### src/core/valley_pkg.sv
// Constants shared by the valley-skip switch-on control
package valley_pkg;
  localparam int CLK_FREQ_HZ = 200000000;
  // Soft-start timing
  localparam int SOFT_START_TIME_MS = 12;
  localparam int SOFT_START_STEPS = 4;
  localparam longint SOFT_START_CYCLES = longint'(SOFT_START_TIME_MS) * CLK_FREQ_HZ / 1000;
  localparam int SOFT_STEP_CYCLES = int'(SOFT_START_CYCLES / SOFT_START_STEPS);
  // Counter sampling period
  localparam int COUNTER_PERIOD_MS = 48;
  localparam int COUNTER_PERIOD_CYCLES = int'(longint'(COUNTER_PERIOD_MS) * CLK_FREQ_HZ / 1000);
  // Off-time timing defaults (not documented, plain values)
  localparam int RING_LONG_US = 5;
  localparam int RING_LONG_CYCLES = RING_LONG_US * (CLK_FREQ_HZ / 1000000);
  localparam int RING_SHORT_US = 2;
  localparam int RING_SHORT_CYCLES = RING_SHORT_US * (CLK_FREQ_HZ / 1000000);
  localparam int MAX_OFF_US = 50;
  localparam int MAX_OFF_CYCLES = MAX_OFF_US * (CLK_FREQ_HZ / 1000000);
  localparam int OVP_BLANK_US = 1;
  localparam int OVP_BLANK_CYCLES = OVP_BLANK_US * (CLK_FREQ_HZ / 1000000);
  // Counter ranges
  localparam logic [2:0] UPDOWN_MIN = 3'h1;
  localparam logic [2:0] UPDOWN_MAX = 3'h7;
  localparam logic [2:0] UPDOWN_RESET = 3'h1;
  localparam logic [2:0] ZC_MAX = 3'h7;
  localparam logic [2:0] ZC_RESET = 3'h0;
  // Current-sense limit code: 0.32V..1V in millivolts
  localparam int LIMIT_W = 10;
  localparam logic [9:0] LIMIT_START_MV = 10'h140;
  localparam logic [9:0] LIMIT_FINAL_MV = 10'h3e8;
  localparam logic [9:0] LIMIT_STEP_MV = 10'h0aa;
  localparam logic [9:0] LIMIT_ZERO = 10'h000;
endpackage

### src/core/zone_if.sv
// Interface carrying feedback zone levels and the counter update strobe
`timescale 1ns/10ps
interface zone_if;
  logic aboveLow;
  logic aboveHigh;
  logic aboveResetOne;
  logic periodTick;
  logic [2:0] skipCount;
  modport source (output aboveLow, output aboveHigh, output aboveResetOne,
                  output periodTick, input skipCount);
  modport counter (input aboveLow, input aboveHigh, input aboveResetOne,
                   input periodTick, output skipCount);
endinterface

### src/core/valley_skip_switch_on_control.sv
// Switch-on control: start-up, soft-start, valley skipping, overvoltage latch
//
// Overview of operation
// - Above supply-on threshold: stop charger, start
// - Soft-start lasts 12ms in four steps
// - Sense limit rises 0.32V to 1V
// - Turn-on digital, turn-off from analog comparator
// - Skip counter holds crossings counted before turn-on
// - Sample feedback zones every 48ms period
// - Always below low zone: count up, max 7
// - Between low and high zones: hold
// - Once above high zone: count down, min 1
// - Above reset-to-one threshold: load 1
// - Skip counter saturates between 1 and 7
// - Skip counter starts at 1
// - Zone thresholds follow line voltage level
// - Crossing counter saturates between 0 and 7
// - Falling 100mV crossing after turn-off increments
// - Crossing counter clears when gate rises
// - Off-time overvoltage latches off after blanking
// - After suppression, turn on when count reached
// - No turn-on during ringing suppression
// - Maximum off-time forces turn-on
`timescale 1ns/10ps
module valley_skip_switch_on_control
  import valley_pkg::*;
#(
  parameter int SOFT_STEP_LEN = SOFT_STEP_CYCLES,
  parameter int PERIOD_LEN = COUNTER_PERIOD_CYCLES,
  parameter int RING_LONG_LEN = RING_LONG_CYCLES,
  parameter int RING_SHORT_LEN = RING_SHORT_CYCLES,
  parameter int MAX_OFF_LEN = MAX_OFF_CYCLES,
  parameter int OVP_BLANK_LEN = OVP_BLANK_CYCLES
)
(
  input wire logic sys_clk,
  input wire logic rst_n,
  input wire logic supplyAboveOn,
  input wire logic zeroCrossingAbove,
  input wire logic zeroCrossingAboveRing,
  input wire logic zeroCrossingOvervoltage,
  input wire logic feedbackAboveLowZone,
  input wire logic feedbackAboveHighZone,
  input wire logic feedbackAboveResetOne,
  input wire logic senseTripOff,
  output logic gateOutputA,
  output logic startupCellEnable,
  output logic [valley_pkg::LIMIT_W-1:0] senseLimitMv,
  output logic [2:0] skipCountOut,
  output logic latchedOff
);
  ////////////////////////////////////////////////////////////////////////////
  typedef enum logic [3:0] {
    ST_CHARGE = 4'b0001,
    ST_SOFT = 4'b0010,
    ST_RUN = 4'b0100,
    ST_LATCH = 4'b1000
  } mode_e;

  mode_e mode;
  mode_e next_mode;
  logic [31:0] stepTimer;
  logic [31:0] next_stepTimer;
  logic [1:0] stepIndex;
  logic [1:0] next_stepIndex;
  logic [31:0] periodTimer;
  logic [31:0] next_periodTimer;
  logic [31:0] offTimer;
  logic [31:0] next_offTimer;
  logic [31:0] ovpTimer;
  logic [31:0] next_ovpTimer;
  logic next_gate;
  logic next_startupCell;
  logic [LIMIT_W-1:0] next_limit;
  logic running;
  logic periodTick;
  logic [2:0] zcCount;
  logic ringLong;
  logic next_ringLong;
  logic ringDone;
  logic offExpired;
  logic countReached;

  zone_if zone ();

  ////////////////////////////////////////////////////////////////////////////
  // Zone comparators are trimmed to line voltage outside this block
  assign zone.aboveLow = feedbackAboveLowZone;
  assign zone.aboveHigh = feedbackAboveHighZone;
  assign zone.aboveResetOne = feedbackAboveResetOne;
  assign zone.periodTick = periodTick;
  assign running = (mode == ST_SOFT) || (mode == ST_RUN);

  updown_counter skipCounter (
    .sys_clk(sys_clk),
    .rst_n(rst_n),
    .running(running),
    .zone(zone)
  );

  zc_counter crossingCounter (
    .sys_clk(sys_clk),
    .rst_n(rst_n),
    .clear(next_gate && !gateOutputA),
    .countEn(running && !gateOutputA),
    .zcLevel(zeroCrossingAbove),
    .count(zcCount)
  );

  ////////////////////////////////////////////////////////////////////////////
  // Off-time decisions
  assign ringDone = ringLong ? (offTimer >= 32'(RING_LONG_LEN))
                             : (offTimer >= 32'(RING_SHORT_LEN));
  assign offExpired = offTimer >= 32'(MAX_OFF_LEN - 1);
  assign countReached = zcCount >= zone.skipCount;
  assign periodTick = running && (periodTimer == 32'(PERIOD_LEN - 1));

  // Mode sequencing, soft-start and timers
  always_comb
  begin
    next_mode = mode;
    next_stepTimer = stepTimer;
    next_stepIndex = stepIndex;
    next_periodTimer = running ? periodTimer + 32'h1 : 32'h0;
    next_offTimer = gateOutputA ? 32'h0 : offTimer + 32'h1;
    next_ovpTimer = 32'h0;
    next_ringLong = ringLong;
    next_gate = gateOutputA;
    next_startupCell = startupCellEnable;
    next_limit = senseLimitMv;
    if (periodTick)
      next_periodTimer = 32'h0;
    case (mode)
      ST_CHARGE:
      begin
        next_gate = 1'b0;
        next_limit = LIMIT_ZERO;
        next_startupCell = 1'b1;
        if (supplyAboveOn)
        begin
          next_mode = ST_SOFT;
          next_startupCell = 1'b0;
          next_stepTimer = 32'h0;
          next_stepIndex = 2'h0;
          next_limit = LIMIT_START_MV;
        end
      end
      ST_SOFT, ST_RUN:
      begin
        if (mode == ST_SOFT)
        begin
          next_stepTimer = stepTimer + 32'h1;
          if (stepTimer == 32'(SOFT_STEP_LEN - 1))
          begin
            next_stepTimer = 32'h0;
            if (stepIndex == 2'(SOFT_START_STEPS - 1))
            begin
              next_mode = ST_RUN;
              next_limit = LIMIT_FINAL_MV;
            end
            else
            begin
              next_stepIndex = stepIndex + 2'h1;
              // Equal increments, the last step end lands on the final level
              next_limit = senseLimitMv + LIMIT_STEP_MV;
            end
          end
        end
        if (gateOutputA)
        begin
          if (senseTripOff)
          begin
            next_gate = 1'b0;
            next_ringLong = 1'b1;
          end
        end
        else
        begin
          // Ringing level picks long or short suppression
          if (offTimer == 32'h0)
            next_ringLong = !zeroCrossingAboveRing;
          if ((ringDone && countReached) || offExpired)
            next_gate = 1'b1;
          if (zeroCrossingOvervoltage)
          begin
            next_ovpTimer = ovpTimer + 32'h1;
            if (ovpTimer >= 32'(OVP_BLANK_LEN - 1))
            begin
              next_mode = ST_LATCH;
              next_gate = 1'b0;
            end
          end
        end
      end
      ST_LATCH:
      begin
        next_gate = 1'b0;
        next_limit = LIMIT_ZERO;
      end
      default:
      begin
        next_mode = ST_CHARGE;
        next_gate = 1'b0;
      end
    endcase
  end

  // Registers
  always_ff @(posedge sys_clk or negedge rst_n)
  begin
    if (!rst_n)
    begin
      mode <= ST_CHARGE;
      stepTimer <= 32'h0;
      stepIndex <= 2'h0;
      periodTimer <= 32'h0;
      offTimer <= 32'h0;
      ovpTimer <= 32'h0;
      ringLong <= 1'b1;
      gateOutputA <= 1'b0;
      startupCellEnable <= 1'b1;
      senseLimitMv <= LIMIT_ZERO;
      skipCountOut <= UPDOWN_RESET;
      latchedOff <= 1'b0;
    end
    else
    begin
      mode <= next_mode;
      stepTimer <= next_stepTimer;
      stepIndex <= next_stepIndex;
      periodTimer <= next_periodTimer;
      offTimer <= next_offTimer;
      ovpTimer <= next_ovpTimer;
      ringLong <= next_ringLong;
      gateOutputA <= next_gate;
      startupCellEnable <= next_startupCell;
      senseLimitMv <= next_limit;
      skipCountOut <= zone.skipCount;
      latchedOff <= (next_mode == ST_LATCH);
    end
  end
endmodule

### src/core/updown_counter.sv
// Saturating 1..7 skip counter with per-period feedback zone latches
`timescale 1ns/10ps
module updown_counter
  import valley_pkg::*;
(
  input wire logic sys_clk,
  input wire logic rst_n,
  input wire logic running,
  zone_if.counter zone
);
  logic sawLow;
  logic sawHigh;
  logic [2:0] count;
  logic next_sawLow;
  logic next_sawHigh;
  logic [2:0] next_count;

  assign zone.skipCount = count;

  // Zone observation and counter update
  always_comb
  begin
    next_sawLow = sawLow | zone.aboveLow;
    next_sawHigh = sawHigh | zone.aboveHigh;
    next_count = count;
    if (!running)
    begin
      next_count = UPDOWN_RESET;
      next_sawLow = 1'b0;
      next_sawHigh = 1'b0;
    end
    else
    begin
      if (zone.aboveResetOne)
        next_count = UPDOWN_MIN;
      else if (zone.periodTick)
      begin
        if (!sawLow && count != UPDOWN_MAX)
          next_count = count + 3'h1;
        else if (sawHigh && count != UPDOWN_MIN)
          next_count = count - 3'h1;
        // Otherwise hold
      end
      // Latches restart every period, even when a load to one wins
      if (zone.periodTick)
      begin
        next_sawLow = zone.aboveLow;
        next_sawHigh = zone.aboveHigh;
      end
    end
  end

  // Registers
  always_ff @(posedge sys_clk or negedge rst_n)
  begin
    if (!rst_n)
    begin
      sawLow <= 1'b0;
      sawHigh <= 1'b0;
      count <= UPDOWN_RESET;
    end
    else
    begin
      sawLow <= next_sawLow;
      sawHigh <= next_sawHigh;
      count <= next_count;
    end
  end
endmodule

### src/core/zc_counter.sv
// Saturating 0..7 zero-crossing counter
`timescale 1ns/10ps
module zc_counter
  import valley_pkg::*;
(
  input wire logic sys_clk,
  input wire logic rst_n,
  input wire logic clear,
  input wire logic countEn,
  input wire logic zcLevel,
  output logic [2:0] count
);
  logic zcPrev;
  logic [2:0] next_count;

  // Falling edge of the comparator counts, gate high clears
  always_comb
  begin
    next_count = count;
    if (clear)
      next_count = ZC_RESET;
    else if (countEn && zcPrev && !zcLevel && count != ZC_MAX)
      next_count = count + 3'h1;
  end

  // Registers
  always_ff @(posedge sys_clk or negedge rst_n)
  begin
    if (!rst_n)
    begin
      zcPrev <= 1'b0;
      count <= ZC_RESET;
    end
    else
    begin
      zcPrev <= zcLevel;
      count <= next_count;
    end
  end
endmodule

### config.mk
export PLATFORM = sky130hd
export DESIGN_NAME = valley_skip_switch_on_control
export DESIGN_NICKNAME = d
export VERILOG_FILES = /design/src/core/valley_pkg.sv /design/src/core/zone_if.sv /design/src/core/valley_skip_switch_on_control.sv /design/src/core/updown_counter.sv /design/src/core/zc_counter.sv
export SDC_FILE = /design/constraint.sdc
export NUM_CORES = 1
export LEC_CHECK = 0
export BUFFER_PORTS_ARGS = -buffer_cell sky130_fd_sc_hd__buf_2
export CELL_PAD_IN_SITES_DETAIL_PLACEMENT = 2
export CELL_PAD_IN_SITES_GLOBAL_PLACEMENT = 2
export CORE_MARGIN = 2
export CORE_UTILIZATION = 40
export DETAILED_ROUTE_END_ITERATION = 10
export GPL_ROUTABILITY_DRIVEN = 0
export PLACE_DENSITY_LB_ADDON = 0.08
export SYNTH_ARGS = -nofsm -noshare
export SYNTH_HDL_FRONTEND = slang
export SYNTH_SLANG_ARGS = --single-unit
### constraint.sdc
create_clock -name sys_clk -period 2.9 [get_ports sys_clk]
set_input_delay 0.29 -clock sys_clk [delete_from_list [all_inputs] [get_ports sys_clk]]
set_output_delay 0.29 -clock sys_clk [all_outputs]
set_load 0.03 [all_outputs]
==> impl_metrics.env <==
export IMPL_io_buffers=24
export IMPL_switching_share_pct=21.7
export IMPL_grt_pass1_vias=7345
export IMPL_synth_area_leaders="dfrtp_1, xor2_1, nor2_1"
export IMPL_cap_viol_max_count=0
export IMPL_setup_viol=0
export IMPL_die_x_um=147
export IMPL_grt_pass1_wl_um=39100
export IMPL_fin_cells=1173
export IMPL_fin_skew_ns=0.0129
export IMPL_synth_top_cell_area_share_pct=46.9
export IMPL_n_antenna_cell=0
export IMPL_yosys_cell_types_count=69
export IMPL_grt_max_degree=67
export IMPL_hp_class="input port to flip-flop"
export IMPL_clkLatencyLatePin_ns=0.43
export IMPL_whs_ns=0.0189
export IMPL_ir_drop_v=0.000344
export IMPL_leakage_nw=4.09
export IMPL_power_switching_mw=1.01
export IMPL_synthTopCellsByCount="nor2_1, dfrtp_1, xor2_1, nand2_1, nand3_1"
export IMPL_fin_crit_ns=2.54
export IMPL_layout_drive_gt1_share_pct=10.9
export IMPL_num_rows=52
export IMPL_cp_startpoint="stepTimer[11]$_DFFE_PN0P_"
export IMPL_pre_cts_ws_ns=0.376
export IMPL_wl_per_cell_um=19.4
export IMPL_tightestPinTransition_ns=0.723
export IMPL_crit_type="flip-flop to flip-flop"
export IMPL_synth_area_leader_cell="dfrtp_1"
export IMPL_cts_sinks=159
export IMPL_rrSetupSlack_ns=0.36
export IMPL_worst_slack_ns=0.359
export IMPL_cts_repair_resized=0
export IMPL_synthFlopType="dfrtp_1"
export IMPL_crit_arrival_ns=2.90
export IMPL_ys_seq_area_share_pct=48.5
export IMPL_first_pass_iters=4
export IMPL_synth_seq_cells=159
export IMPL_required_ns=3.26
export IMPL_cts_tree="built"
export IMPL_synth_area_mm2=0.00822
export IMPL_drt_iter0_drc=166
export IMPL_crit_path_max_fanout=11
export IMPL_outcome="completed"
export IMPL_synth_most_common_cell="nor2_1"
export IMPL_io_pins=26
export IMPL_async_reset_ff_share_pct=100
export IMPL_finalHoldViolCount=0
export IMPL_nFillCells=2163
export IMPL_fin_crit_sh_pct=87.6
export IMPL_vias_per_cell=5.43
export IMPL_post_dp_hpwl_um=15800
export IMPL_r2r_cells=6
export IMPL_gr_total_overflow=0
export IMPL_p_int_mw=3.64
export IMPL_reg2reg_from="stepTimer[11]$_DFFE_PN0P_"
export IMPL_synth_edff_count=0
export IMPL_vias=6372
export IMPL_seq_power_share_pct=47.7
export IMPL_area_delta_synth_final_pct=13.2
export IMPL_grt_use_total_pct=22.5
export IMPL_h_tree_depth=4
export IMPL_endpoint="senseLimitMv[4]$_DFFE_PN0P_"
export IMPL_syn_avg_cell_area_um2=9.59
export IMPL_drc=0
export IMPL_r2r_end="senseLimitMv[4]$_DFFE_PN0P_"
export IMPL_nets=916
export IMPL_p_clk_share_pct=50.9
export IMPL_report_final_slew_viol_count=0
export IMPL_start_util_pct=40.8
export IMPL_cts_max_path_buffers=2
export IMPL_start_kind="flip-flop"
export IMPL_cts_clk_slew_worst_paths_ns=0.07
export IMPL_syn_nets=883
export IMPL_fmax_mhz=394
export IMPL_chipHeight_um=147
export IMPL_cts_root_buf="clkbuf_16"
export IMPL_power_mw=4.65
export IMPL_core_mm2=0.0202
export IMPL_max_slew_margin_pct=51.6
export IMPL_synth_warnings=0
export IMPL_numCtsBuffers=17
export IMPL_dp_cells=1140
export IMPL_synthCells=857
export IMPL_wirelength_um=22800
export IMPL_cts_setup_buffers=0
export IMPL_die_area_mm2=0.0217
export IMPL_ant_nets=0
export IMPL_cp_end_kind="flip-flop"
export IMPL_antenna_found_initial=0
export IMPL_finalSetupTns_ns=0
export IMPL_p_per_area_mw_per_mm2=500
export IMPL_worstHoldPathCells=1
export IMPL_rsz0062_at_grt="false"
export IMPL_pwr_share_comb_pct=1.4
-- sequential cells by signal (all words and copies together) (netlist names) --
| register | cells |
|---|---|
| skipCounter.sawLow | 1 |
| stepIndex | 2 |
| skipCounter.sawHigh | 1 |
| periodTimer | 32 |
| ringLong | 1 |
| crossingCounter.count | 3 |
| gateOutputA | 1 |
| skipCounter.zone.skipCount | 3 |
| stepTimer | 32 |
| senseLimitMv | 9 |
| mode | 4 |
| crossingCounter.zcPrev | 1 |
| startupCellEnable | 1 |
| ovpTimer | 32 |
| latchedOff | 1 |
| skipCountOut | 3 |
| offTimer | 32 |
-- placed cells by master (no fill, tap or decap), drive strengths merged, types with 9 or more instances in the layout --
cell,instances
a21oi,22
and3,20
and4,12
buf,38
clkbuf,21
dfrtp,154
ha,16
inv,22
nand2,72
nand3,49
nand4,32
nor2,157
nor3,18
nor4,28
nor4b,9
o21ai,23
or3,9
xnor2,39
xor2,80
-- cell families (layout without fill, tap and decap cells) --
kind of cell	after synthesis	count (layout)	synth area share (%)
xor gates and xnor gates	119	119	12.7
muxes	5	5	0.624
other	1	1	0.0456
DFF	159	159	48.5
AOI/OAI and AO/OA	76	76	5.80
and+or+nand+nor	435	435	27.5
buffers and inverters	46	92	2.40
adders and majority gates	16	16	2.44
-- power by group through the flow --
stage	logic (mW)	registers (mW)	clock network [mW]
5_1_grt	0.0744	2.22	2.52
6_report	0.0642	2.22	2.37
3_5_place_dp	0.0660	2.26	0
4_1_cts	0.0680	2.22	2.42
3_3_place_gp	0.0640	2.26	0
2_1_floorplan	0.00482	2.26	0
-- how the worst min path moves through the flow --
stage	startpoint	endpoint	slack (ns)
floorplan	rst_n	crossingCounter.count[0]$_DFFE_PN0P_	-0.006
global placement	rst_n	stepTimer[23]$_DFFE_PN0P_	0.32
detailed placement	rst_n	stepTimer[22]$_DFFE_PN0P_	0.34
CTS	zeroCrossingAbove	crossingCounter.zcPrev$_DFF_PN0_	0.008
global route	zeroCrossingAbove	crossingCounter.zcPrev$_DFF_PN0_	0.003
finish	zeroCrossingAbove	crossingCounter.zcPrev$_DFF_PN0_	0.02
-- per-layer routing --
layer,vias up,track usage (%),routed length (um)
met5,-,0,0
met4,0,4.38,222
met3,16,3.94,333
met2,33,40.8,12200
met1,3310,28.2,9970
li1,3013,-,-
-- metrics by stage --
| stage | instance area (um^2) | util (%) |
|---|---|---|
| floorplan | 8220 | - |
| global placement | 8680 | 43.0 |
| detailed placement | 8680 | 43.0 |
| CTS | 9300 | 46.1 |
| global route | 9300 | 46.1 |
| finish | 9300 | 46.1 |
-- worst max-delay path: stages, from the launching register on --
cell	delay, ns
dfrtp_1	0.44
nor4b_1	0.44
nand4_1	0.24
nor4_1	0.45
nor2_1	0.29
or4b_1	0.53
nand3_1	0.10
-- cell type report --
type / instances / area, um^2 / area share, %
repair buffers: 39 / 241 / 2.60
inverters: 21 / 78.8 / 0.847
clock inverters: 11 / 158 / 1.69
flip-flops and latches: 159 / 3990 / 42.8
multi-input cells: 652 / 4040 / 43.5
well taps: 270 / 338 / 3.63
clock buffers: 21 / 460 / 4.95
-- what timing repair did --
item,in CTS,in global routing
endpoints found under the hold margin,62,0
hold buffers,1,0
setup endpoints to repair,0,0
Note: power is estimated with default switching activity, not from simulation.
